### src/accel_regmap_pkg.sv
package accel_regmap_pkg;

	// ****************************************************************
	// Widths and counts
	// ****************************************************************
	localparam int SAMPLE_W = 10;            // Converter result width
	localparam int NUM_AXES = 3;             // X, Y, Z
	localparam int NUM_CFG  = 14;            // Writable byte registers

	// ****************************************************************
	// Register offsets
	// ****************************************************************
	localparam logic [7:0] ADDR_STATUS     = 8'h00;
	localparam logic [7:0] ADDR_X_MSB      = 8'h01;
	localparam logic [7:0] ADDR_X_LSB      = 8'h02;
	localparam logic [7:0] ADDR_Y_MSB      = 8'h03;
	localparam logic [7:0] ADDR_Y_LSB      = 8'h04;
	localparam logic [7:0] ADDR_Z_MSB      = 8'h05;
	localparam logic [7:0] ADDR_Z_LSB      = 8'h06;
	localparam logic [7:0] ADDR_ORIENT_CFG = 8'h11;
	localparam logic [7:0] ADDR_ORIENT_BFZ = 8'h13;
	localparam logic [7:0] ADDR_ORIENT_THS = 8'h14;
	localparam logic [7:0] ADDR_MOTION_SRC = 8'h16;
	localparam logic [7:0] ADDR_CONTROL_1  = 8'h2a;
	localparam logic [7:0] ADDR_CONTROL_2  = 8'h2b;
	localparam logic [7:0] ADDR_LAST       = 8'h31;

	// Writable registers in index order, with reset values and masks
	localparam logic [7:0] CFG_ADDR [NUM_CFG] = '{
		8'h11, 8'h12, 8'h15, 8'h17, 8'h18, 8'h29, 8'h2a,
		8'h2b, 8'h2c, 8'h2d, 8'h2e, 8'h2f, 8'h30, 8'h31};
	localparam logic [7:0] CFG_RST [NUM_CFG] = '{
		8'h80, 8'h00, 8'h00, 8'h00, 8'h00, 8'h00, 8'h00,
		8'h00, 8'h00, 8'h00, 8'h00, 8'h00, 8'h00, 8'h00};
	localparam logic [7:0] CFG_MASK [NUM_CFG] = '{
		8'hc0, 8'hff, 8'hf8, 8'hff, 8'hff, 8'hff, 8'hfb,
		8'hdf, 8'h2b, 8'h95, 8'h95, 8'hff, 8'hff, 8'hff};

	// ****************************************************************
	// Field positions and fixed values
	// ****************************************************************
	localparam int CTRL1_ACTIVE_BIT = 0;     // Active / standby
	localparam int CTRL1_FAST_BIT   = 1;     // Skip low bytes
	localparam int CTRL2_RST_BIT    = 6;     // Software reset
	localparam logic [7:0] CTRL1_ACTIVE_MASK = 8'h01;
	localparam logic [7:0] CTRL2_RST_MASK    = 8'h40;
	localparam logic [7:0] ORIENT_BFZ_VAL    = 8'h44;
	localparam logic [7:0] ORIENT_THS_VAL    = 8'h84;
	localparam logic [7:0] MOTION_SRC_VAL    = 8'h00;
	localparam logic [7:0] UNMAPPED_VAL      = 8'h00;

	// ****************************************************************
	// Types
	// ****************************************************************
	typedef logic signed [SAMPLE_W-1:0] sample_t;

	// One result per axis, two's complement
	typedef struct packed {
		sample_t z;
		sample_t y;
		sample_t x;
	} sample_set_t;

	// Writable registers as seen by the rest of the device
	typedef struct packed {
		logic [7:0] z_offset_trim;
		logic [7:0] y_offset_trim;
		logic [7:0] x_offset_trim;
		logic [7:0] interrupt_pin_map;
		logic [7:0] interrupt_enable;
		logic [7:0] control_three;
		logic [7:0] control_two;
		logic [7:0] control_one;
		logic [7:0] autosleep_counter;
		logic [7:0] motion_debounce;
		logic [7:0] motion_threshold;
		logic [7:0] motion_config;
		logic [7:0] orient_debounce;
		logic [7:0] orient_config;
	} cfg_regs_t;

endpackage

### src/accel_sample_status_regmap.sv
`timescale 1ns/1ps
// Contract
// - Fast read skips all low-byte registers
// - Normal burst: six sample bytes in order
// - Status bits: overruns high, readies low
// - Combined overrun sets on any overwrite
// - Combined overrun clears after all high bytes
// - Axis overrun sets when unread sample replaced
// - Axis high byte read clears overrun
// - Samples are two's complement values
// - Low byte pairs with preceding high byte
// - Combined ready sets on result, clears on reads
// - Config writes only in standby, two exceptions
module accel_sample_status_regmap (
	input  wire logic                         sys_clk_in,     // 200 MHz clock
	input  wire logic                         reset_n_in,     // Async reset, low
	input  wire accel_regmap_pkg::sample_set_t smp_in,        // Converter results
	input  wire logic [2:0]                   smp_new_in,     // Per axis strobe, x=0
	input  wire logic                         acc_start_in,   // Load register pointer
	input  wire logic [7:0]                   acc_addr_in,    // Pointer value
	input  wire logic                         acc_wr_in,      // Byte write strobe
	input  wire logic [7:0]                   acc_wdata_in,   // Byte to write
	input  wire logic                         acc_rd_in,      // Byte read strobe
	output logic [7:0]                        rd_data_out,    // Read byte
	output logic                              rd_valid_out,   // Read byte valid
	output logic                              active_out,     // Device active
	output accel_regmap_pkg::cfg_regs_t       cfg_out         // Writable registers
);

	// ****************************************************************
	// Declarations
	// ****************************************************************
	localparam int W = accel_regmap_pkg::SAMPLE_W;

	logic [7:0]          ptr_r;             // Register pointer
	logic [7:0]          ptr_nxt;           // Pointer after access
	logic [7:0]          cfg_r [accel_regmap_pkg::NUM_CFG]; // Writable bytes
	logic [accel_regmap_pkg::NUM_CFG*8-1:0] cfg_flat;       // Packed view
	logic                soft_rst_r;        // Software reset pulse
	logic                fast_read;         // Low byte skip enable
	logic signed [W-1:0] axis_in [3];       // Results by axis index
	logic signed [W-1:0] axis_q [3];        // Held results
	logic [2:0]          axis_new;          // Accepted result strobes
	logic [2:0]          axis_rdy;          // Per axis ready
	logic [2:0]          axis_ovr;          // Per axis overwrite
	logic [2:0]          msb_rd;            // High byte read strobes
	logic [2:0]          seen_r;            // High bytes read since set
	logic                all_seen;          // Every high byte read
	logic                all_rdy_r;         // Combined ready
	logic                all_ovr_r;         // Combined overwrite
	logic [1:0]          lsb_r [3];         // Low bits latched at high read
	logic [7:0]          status_w;          // Status register view
	logic [7:0]          rd_mux;            // Byte at pointer

	// ****************************************************************
	// Helpers
	// ****************************************************************
	// Pointer step after a read or write access
	function automatic logic [7:0] step_ptr(input logic [7:0] p, input logic fast);
		logic [7:0] n;
		n = p + 8'h01;
		// high byte jumps over its low byte
		if (fast && (p == accel_regmap_pkg::ADDR_X_MSB || p == accel_regmap_pkg::ADDR_Y_MSB
			|| p == accel_regmap_pkg::ADDR_Z_MSB)) begin
			n = p + 8'h02;
		end
		// Wrap after the last register
		if (p >= accel_regmap_pkg::ADDR_LAST) begin
			n = accel_regmap_pkg::ADDR_STATUS;
		end
		return n;
	endfunction

	// Axis index of a sample address, 3 when not a sample byte
	function automatic logic [1:0] axis_of(input logic [7:0] p);
		logic [1:0] a;
		a = 2'h3;
		if (p >= accel_regmap_pkg::ADDR_X_MSB && p <= accel_regmap_pkg::ADDR_Z_LSB) begin
			a = 2'((p - 8'h01) >> 1);
		end
		return a;
	endfunction

	// ****************************************************************
	// Result slots
	// ****************************************************************
	assign axis_in[0] = smp_in.x;
	assign axis_in[1] = smp_in.y;
	assign axis_in[2] = smp_in.z;

	// Results only land while active
	assign axis_new = active_out ? smp_new_in : 3'h0;

	// High byte read of an axis
	genvar g;
	generate
		for (g = 0; g < 3; g++) begin : gen_axis
			assign msb_rd[g] = acc_rd_in && (ptr_r == 8'(8'h01 + 2 * g));

			axis_sample_slot #(
				.W (W)
			) u_slot (
				.sys_clk_in  (sys_clk_in),
				.reset_n_in  (reset_n_in),
				.clear_in    (soft_rst_r),
				.new_in      (axis_new[g]),
				.data_in     (axis_in[g]),
				.msb_rd_in   (msb_rd[g]),
				.sample_out  (axis_q[g]),
				.ready_out   (axis_rdy[g]),
				.overrun_out (axis_ovr[g])
			);

			// low bits caught with the high byte
			always_ff @(posedge sys_clk_in or negedge reset_n_in) begin
				if (!reset_n_in) begin
					lsb_r[g] <= 2'h0;
				end else if (msb_rd[g]) begin
					lsb_r[g] <= axis_q[g][1:0];
				end
			end
		end
	endgenerate

	// ****************************************************************
	// Combined flags
	// ****************************************************************
	// Tracks high byte reads; a new result re-arms its axis
	always_ff @(posedge sys_clk_in or negedge reset_n_in) begin
		if (!reset_n_in) begin
			seen_r <= 3'h0;
		end else if (soft_rst_r || all_seen) begin
			seen_r <= 3'h0;
		end else begin
			seen_r <= (seen_r | msb_rd) & ~axis_new;
		end
	end

	assign all_seen = &(seen_r | msb_rd);

	// combined ready, set wins over clear
	always_ff @(posedge sys_clk_in or negedge reset_n_in) begin
		if (!reset_n_in) begin
			all_rdy_r <= 1'b0;
		end else if (soft_rst_r) begin
			all_rdy_r <= 1'b0;
		end else if (|axis_new) begin
			all_rdy_r <= 1'b1;
		end else if (all_seen) begin
			all_rdy_r <= 1'b0;
		end
	end

	// cleared only once all high bytes read, or by software reset
	always_ff @(posedge sys_clk_in or negedge reset_n_in) begin
		if (!reset_n_in) begin
			all_ovr_r <= 1'b0;
		end else if (soft_rst_r) begin
			all_ovr_r <= 1'b0;
		end else if (|(axis_new & axis_rdy)) begin
			all_ovr_r <= 1'b1;
		end else if (all_seen) begin
			all_ovr_r <= 1'b0;
		end
	end

	assign status_w = {all_ovr_r, axis_ovr[2], axis_ovr[1], axis_ovr[0],
		all_rdy_r, axis_rdy[2], axis_rdy[1], axis_rdy[0]};

	// ****************************************************************
	// Register pointer
	// ****************************************************************
	assign fast_read = cfg_r[6][accel_regmap_pkg::CTRL1_FAST_BIT];
	assign ptr_nxt   = step_ptr(ptr_r, fast_read);

	// Loads on start, steps on each byte access
	always_ff @(posedge sys_clk_in or negedge reset_n_in) begin
		if (!reset_n_in) begin
			ptr_r <= 8'h00;
		end else if (acc_start_in) begin
			ptr_r <= acc_addr_in;
		end else if (acc_rd_in || acc_wr_in) begin
			// one step per byte in normal mode
			ptr_r <= ptr_nxt;
		end
	end

	// ****************************************************************
	// Writable registers
	// ****************************************************************
	generate
		for (g = 0; g < accel_regmap_pkg::NUM_CFG; g++) begin : gen_cfg
			logic [7:0] wmask;    // Bits this write may change

			// only active bit and reset bit open while active
			always_comb begin
				wmask = 8'h00;
				if (!active_out) begin
					wmask = accel_regmap_pkg::CFG_MASK[g];
				end else if (accel_regmap_pkg::CFG_ADDR[g] == accel_regmap_pkg::ADDR_CONTROL_1) begin
					wmask = accel_regmap_pkg::CTRL1_ACTIVE_MASK;
				end else if (accel_regmap_pkg::CFG_ADDR[g] == accel_regmap_pkg::ADDR_CONTROL_2) begin
					wmask = accel_regmap_pkg::CTRL2_RST_MASK;
				end
			end

			// Masked byte write; software reset restores defaults
			always_ff @(posedge sys_clk_in or negedge reset_n_in) begin
				if (!reset_n_in) begin
					cfg_r[g] <= accel_regmap_pkg::CFG_RST[g];
				end else if (soft_rst_r) begin
					cfg_r[g] <= accel_regmap_pkg::CFG_RST[g];
				end else if (acc_wr_in && ptr_r == accel_regmap_pkg::CFG_ADDR[g]) begin
					cfg_r[g] <= (cfg_r[g] & ~wmask) | (acc_wdata_in & wmask);
				end
			end

			assign cfg_flat[g*8 +: 8] = cfg_r[g];
		end
	endgenerate

	// Software reset fires the cycle after its bit is written
	always_ff @(posedge sys_clk_in or negedge reset_n_in) begin
		if (!reset_n_in) begin
			soft_rst_r <= 1'b0;
		end else begin
			soft_rst_r <= cfg_r[7][accel_regmap_pkg::CTRL2_RST_BIT] && !soft_rst_r;
		end
	end

	assign active_out = cfg_r[6][accel_regmap_pkg::CTRL1_ACTIVE_BIT];
	assign cfg_out    = accel_regmap_pkg::cfg_regs_t'(cfg_flat);

	// ****************************************************************
	// Read path
	// ****************************************************************
	// Byte at the pointer; unmapped and undefined bits read zero
	always_comb begin
		logic [1:0] ax;
		ax     = axis_of(ptr_r);
		rd_mux = accel_regmap_pkg::UNMAPPED_VAL;
		if (ptr_r == accel_regmap_pkg::ADDR_STATUS) begin
			rd_mux = status_w;
		end else if (ax != 2'h3) begin
			// two's complement, high byte then low pair
			if (ptr_r[0]) begin
				rd_mux = axis_q[ax][W-1:2];
			end else begin
				rd_mux = {lsb_r[ax], 6'h00};
			end
		end else if (ptr_r == accel_regmap_pkg::ADDR_ORIENT_BFZ) begin
			rd_mux = accel_regmap_pkg::ORIENT_BFZ_VAL;
		end else if (ptr_r == accel_regmap_pkg::ADDR_ORIENT_THS) begin
			rd_mux = accel_regmap_pkg::ORIENT_THS_VAL;
		end else if (ptr_r == accel_regmap_pkg::ADDR_MOTION_SRC) begin
			rd_mux = accel_regmap_pkg::MOTION_SRC_VAL;
		end else begin
			for (int i = 0; i < accel_regmap_pkg::NUM_CFG; i++) begin
				if (ptr_r == accel_regmap_pkg::CFG_ADDR[i]) begin
					rd_mux = cfg_r[i];
				end
			end
		end
	end

	// Read byte held until the next read
	always_ff @(posedge sys_clk_in or negedge reset_n_in) begin
		if (!reset_n_in) begin
			rd_data_out <= 8'h00;
		end else if (acc_rd_in) begin
			rd_data_out <= rd_mux;
		end
	end

	// One-cycle valid after each read
	always_ff @(posedge sys_clk_in or negedge reset_n_in) begin
		if (!reset_n_in) begin
			rd_valid_out <= 1'b0;
		end else begin
			rd_valid_out <= acc_rd_in;
		end
	end
endmodule

### src/axis_sample_slot.sv
`timescale 1ns/1ps
// Holds one axis result with its ready and overrun flags
module axis_sample_slot #(
	parameter int W = 10
) (
	input  wire logic                sys_clk_in,    // System clock
	input  wire logic                reset_n_in,    // Async reset, low
	input  wire logic                clear_in,      // Software reset pulse
	input  wire logic                new_in,        // New result strobe
	input  wire logic signed [W-1:0] data_in,       // New result
	input  wire logic                msb_rd_in,     // High byte read strobe
	output logic signed [W-1:0]      sample_out,    // Held result
	output logic                     ready_out,     // New data flag
	output logic                     overrun_out    // Overwrite flag
);

	// ****************************************************************
	// Result store
	// ****************************************************************
	// Newest result replaces the old one
	always_ff @(posedge sys_clk_in or negedge reset_n_in) begin
		if (!reset_n_in) begin
			sample_out <= '0;
		end else if (clear_in) begin
			sample_out <= '0;
		end else if (new_in) begin
			sample_out <= data_in;
		end
	end

	// ****************************************************************
	// Flags
	// ****************************************************************
	// ready per axis: set by result, cleared by high byte read
	always_ff @(posedge sys_clk_in or negedge reset_n_in) begin
		if (!reset_n_in) begin
			ready_out <= 1'b0;
		end else if (clear_in) begin
			ready_out <= 1'b0;
		end else if (new_in) begin
			ready_out <= 1'b1;          // Set wins over clear
		end else if (msb_rd_in) begin
			ready_out <= 1'b0;
		end
	end

	// overwrite when result lands on unread one
	// high byte read clears it, set still wins
	always_ff @(posedge sys_clk_in or negedge reset_n_in) begin
		if (!reset_n_in) begin
			overrun_out <= 1'b0;
		end else if (clear_in) begin
			overrun_out <= 1'b0;
		end else if (new_in && ready_out) begin
			overrun_out <= 1'b1;
		end else if (msb_rd_in) begin
			overrun_out <= 1'b0;
		end
	end

endmodule
### config.mk
export PLATFORM = sky130hd
export DESIGN_NAME = accel_sample_status_regmap
export DESIGN_NICKNAME = d
export VERILOG_FILES = /design/src/accel_regmap_pkg.sv /design/src/accel_sample_status_regmap.sv /design/src/axis_sample_slot.sv
export SDC_FILE = /design/constraint.sdc
export NUM_CORES = 1
export LEC_CHECK = 0
export BUFFER_PORTS_ARGS = -buffer_cell sky130_fd_sc_hd__buf_2
export CAP_MARGIN = 20
export CORE_MARGIN = 5
export CORE_UTILIZATION = 43
export DETAILED_ROUTE_END_ITERATION = 10
export GPL_TIMING_DRIVEN = 1
export PLACE_DENSITY_LB_ADDON = 0.3
export SLEW_MARGIN = 20
export SYNTH_ARGS = -nofsm -noshare
export SYNTH_HDL_FRONTEND = slang
export SYNTH_SLANG_ARGS = --single-unit
### constraint.sdc
create_clock -name sys_clk_in -period 4.4 [get_ports sys_clk_in]
set_clock_uncertainty 0.2 [all_clocks]
set_input_delay 0.22 -clock sys_clk_in [delete_from_list [all_inputs] [get_ports sys_clk_in]]
set_output_delay 0.22 -clock sys_clk_in [all_outputs]
set_load 0.02 [all_outputs]
==> impl_metrics.sql <==
INSERT INTO impl_metrics (metric_group, metric, value, unit) VALUES
('global_route', 'grt_pass1_vias', '7727', ''),
('placed_design', 'gpl.final_weighted_congestion', '0.998', ''),
('worst_setup_path', 'criticalPathCategory', 'reg -> reg', ''),
('min_path', 'hold_class', 'in -> reg', ''),
('worst_setup_path', 'timing.critical_path.to_type', 'flip-flop', ''),
('detailed_routing', 'post_dr_wirelength_cell', '21.3', 'microns'),
('worst_setup_path', 'timing.critical_path.required', '4.56', 'ns'),
('yosys', 'synth_edf_count', '0', ''),
('timing', 'max_freq', '0.283', 'GHz'),
('yosys', 'synth.yosys.seq_area_share', '45.8', '%'),
('detailed_routing', 'routed_via_density', '5.74', ''),
('yosys', 'synth.yosys.warnings', '0', ''),
('cts', 'cts-hold-fix-buffers', '51', ''),
('yosys', 'async_set_or_reset_register_ratio_after_synthesis', '100', '%'),
('cts', 'cts-htree-levels', '4', ''),
('cts', 'cts.path.max_buffers', '2', ''),
('power', 'power.static_leakage', '5.03', 'nW'),
('cts', 'clk-insertion-delay-late', '0.44', 'ns'),
('worst_setup_path', 'cp-start-kind', 'flip-flop', ''),
('cells_and_area', 'finalNonFillerCells', '1364', ''),
('global_route', 'grt_usage', '26.1', '%'),
('yosys', 'number_of_library_cell_types_mapped_by_synthesis', '77', ''),
('yosys', 'ys_dominant_reg_cell', 'dfrtp_1', ''),
('cts', 'cts.root.buffer_cell', 'clkbuf_16', ''),
('cells_and_area', 'drive_gt1_share', '20.5', '%'),
('global_route', 'grt_start_max_net_pins', '84', ''),
('timing', 'worst_slew_pin_slew', '1.06', 'ns'),
('floorplan', 'placementRows', '51', ''),
('cts', 'post_cts.repair.setup_buffers', '0', ''),
('detailed_routing', 'totalWireLength', '29.0', 'mm'),
('timing', 'setup_viol', '0', ''),
('flow_run', 'maxCapViolCount', '0', ''),
('placed_design', 'portBuffers', '152', ''),
('global_route', 'grt_antenna_before_repair', '0', ''),
('timing', 'finalSetupTns', '0', 'ns'),
('cts', 'cts_resized', '0', ''),
('yosys', 'synth_seq_cells', '154', ''),
('timing', 'period_needed', '3.53', 'ns'),
('power', 'p_total', '5.09', 'mW'),
('detailed_routing', 'drt_first_pass_iters', '5', ''),
('timing', 'report.final.hold_viol_count', '0', ''),
('cells_and_area', 'syn2layout_area_growth', '23.7', '%'),
('floorplan', 'core_area', '19300', 'sq um'),
('detailed_routing', 'vias', '7836', ''),
('floorplan', 'die_h', '150', 'microns'),
('timing', 'final_min_period_over_clock_period', '80.2', '%'),
('yosys', 'number_of_instances_in_the_synthesized_netlist', '916', ''),
('cts', 'tritoncts', 'done', ''),
('global_route', 'grt_remaining_overflow', '0', ''),
('cells_and_area', 'antenna_cells_inserted', '0', ''),
('placed_design', 'place_inst', '1281', ''),
('detailed_routing', 'ant_nets', '0', ''),
('floorplan', 'die_width', '150', 'microns'),
('cells_and_area', 'final_cell_mix', '152 x dfrtp_1, 151 x buf_2, 117 x nand2_1', ''),
('detailed_routing', 'drc_errors', '0', ''),
('cts', 'cts_sinks', '154', ''),
('global_route', 'grt_pass1_wl', '45.1', 'mm'),
('timing', 'final.hold.worst_slack', '0.0108', 'ns'),
('timing', 'max_slew_violations', '0', ''),
('timing', 'grt_setup_unrepaired', 'false', ''),
('yosys', 'netlist_area', '8410', 'sq um'),
('worst_setup_path', 'regToRegSetupSlack', '0.87', 'ns'),
('placed_design', 'detailedPlacementHpwl', '20.8', 'mm'),
('floorplan', 'pin_count', '176', ''),
('cts', 'cts_inserted_buffers', '17', ''),
('cells_and_area', 'n_fill_cell', '1790', ''),
('detailed_routing', 'detailedRoute.firstIterationViolations', '942', ''),
('floorplan', 'design.die.area', '22500', 'sq um'),
('cells_and_area', 'num-nets-final', '1146', ''),
('cells_and_area', 'layout.cells.most_common', 'dfrtp_1', ''),
('power', 'power_per_unit_of_standard_cell_area', '490', 'nW/um^2'),
('cells_and_area', 'post-route-util', '53.8', '%'),
('worst_setup_path', 'timing.critical_path.fanout_max', '22', ''),
('timing', 'relSlewSlack', '28.7', '%'),
('yosys', 'postSynthAreaPerCell', '9.18', 'sq um'),
('floorplan', 'initial_utilization', '43.5', '%'),
('outcome', 'run_status', 'complete, no violations', ''),
('worst_setup_path', 'cp.arrival', '3.69', 'ns'),
('power', 'power.ir.vdd_worst', '0.272', 'mV'),
('cts', 'clock_transition_at_the_registers_of_the_reported_paths', '0.07', 'ns');
[synthesized netlist by cell type, drive strengths merged, types with 3 or more instances]
master / count / area [sq um]
mux2: 7 / 78.8
a22o: 6 / 52.6
a22oi: 11 / 96.3
buf: 33 / 231
dfrtp: 153 / 3830
a211oi: 9 / 67.6
nor4: 3 / 25.0
o21a: 4 / 30.0
nand3: 21 / 105
clkbuf: 59 / 221
nand2b: 6 / 37.5
a2111oi: 6 / 71.3
nand4: 5 / 37.5
o21ai: 35 / 179
mux2i: 88 / 881
o32ai: 4 / 35.0
o211ai: 4 / 30.0
or4: 4 / 37.5
nor2: 112 / 423
or3: 4 / 25.0
a21oi: 83 / 415
nor3: 16 / 101
a32oi: 3 / 26.3
a221oi: 10 / 87.6
and3: 6 / 37.5
nand2: 117 / 439
o31ai: 10 / 75.1
o22ai: 9 / 56.3
o221ai: 5 / 43.8
inv: 17 / 63.8
and2: 9 / 56.3
nor2b: 14 / 87.6
ha: 6 / 75.1
[report_power, final]
group | internal (mW) | switching (mW) | total (mW)
clock network | 0.926 | 0.624 | 1.55
registers | 1.78 | 0.362 | 2.14
logic | 0.519 | 0.881 | 1.40
total | 3.23 | 1.87 | 5.09
[final cells by class]
type | instances | area [sq um] | area share [%]
flip-flops and latches | 154 | 3860 | 37.1
repair buffers | 221 | 1410 | 13.6
clock buffers | 19 | 453 | 4.35
clock inverters | 13 | 165 | 1.59
well taps | 265 | 332 | 3.19
multi-input cells | 675 | 4120 | 39.6
inverters | 17 | 63.8 | 0.613
[registers in the layout, indices dropped and copies added, names as in the netlist]
| register | cells |
|---|---|
| cfg_out | 88 |
| gen_axis.u_slot.sample_out | 30 |
| ptr_r | 8 |
| rd_data_out | 8 |
| lsb_r | 6 |
| gen_axis.u_slot.overrun_out | 3 |
| gen_axis.u_slot.ready_out | 3 |
| seen_r | 3 |
| active_out | 1 |
| all_ovr_r | 1 |
| all_rdy_r | 1 |
| rd_valid_out | 1 |
| soft_rst_r | 1 |
[worst max-delay path, cell delays in order (launching register included)]
cell and delay, ns:
dfrtp_1 0.66, ha_1 0.47, buf_4 0.34, nor2b_1 0.16, buf_4 0.26, o2111ai_1 0.25
a211oi_1 0.36, a21oi_1 0.06, dlygate4sd3_1 0.55, o21ai_0 0.13
[logic make-up after synthesis]
| kind of cell | share of synthesized area (%) |
|---|---|
| other cells | 0.0446 |
| fa+ha+maj | 0.893 |
| mux | 11.4 |
| compound gates | 17.6 |
| xor+xnor | 0.208 |
| buf+inv | 6.14 |
| flops | 45.8 |
| simple gates | 17.8 |
[path summary, 6_finish.rpt]
kind / from / end / cells past startpoint
min reg2reg: gen_axis[0].u_slot.sample_out[0]$_DFFE_PN0P_ / lsb_r[4]$_DFFE_PN0P_ / 2
min: acc_start_in / ptr_r[3]$_DFFE_PN0P_ / 3
min in group asynchronous: reset_n_in / cfg_out[59]$_DFFE_PN0N_ / 2
max reg2reg: ptr_r[0]$_DFFE_PN0P_ / ptr_r[1]$_DFFE_PN0P_ / 9
max: ptr_r[0]$_DFFE_PN0P_ / ptr_r[1]$_DFFE_PN0P_ / 9
max in group asynchronous: reset_n_in / gen_axis[1].u_slot.sample_out[1]$_DFFE_PN0P_ / 3
[per-layer routing]
layer | up-vias | GRT usage [%] | wire length, microns
met2 | 393 | 38.2 | 13100
met3 | 62 | 5.18 | 2520
met1 | 3822 | 38.4 | 12700
met4 | 0 | 9.24 | 753
li1 | 3559 | - | -
met5 | - | 0 | 0
[stage by stage]
step | worst slack (ns) | area, sq um
finish | 0.870 | 10400
global route | 0.666 | 10400
CTS | 0.927 | 10400
detailed placement | 1.23 | 9280
global placement | 1.27 | 9280
floorplan | 1.84 | 8490
Note: power is estimated with default switching activity, not from simulation.
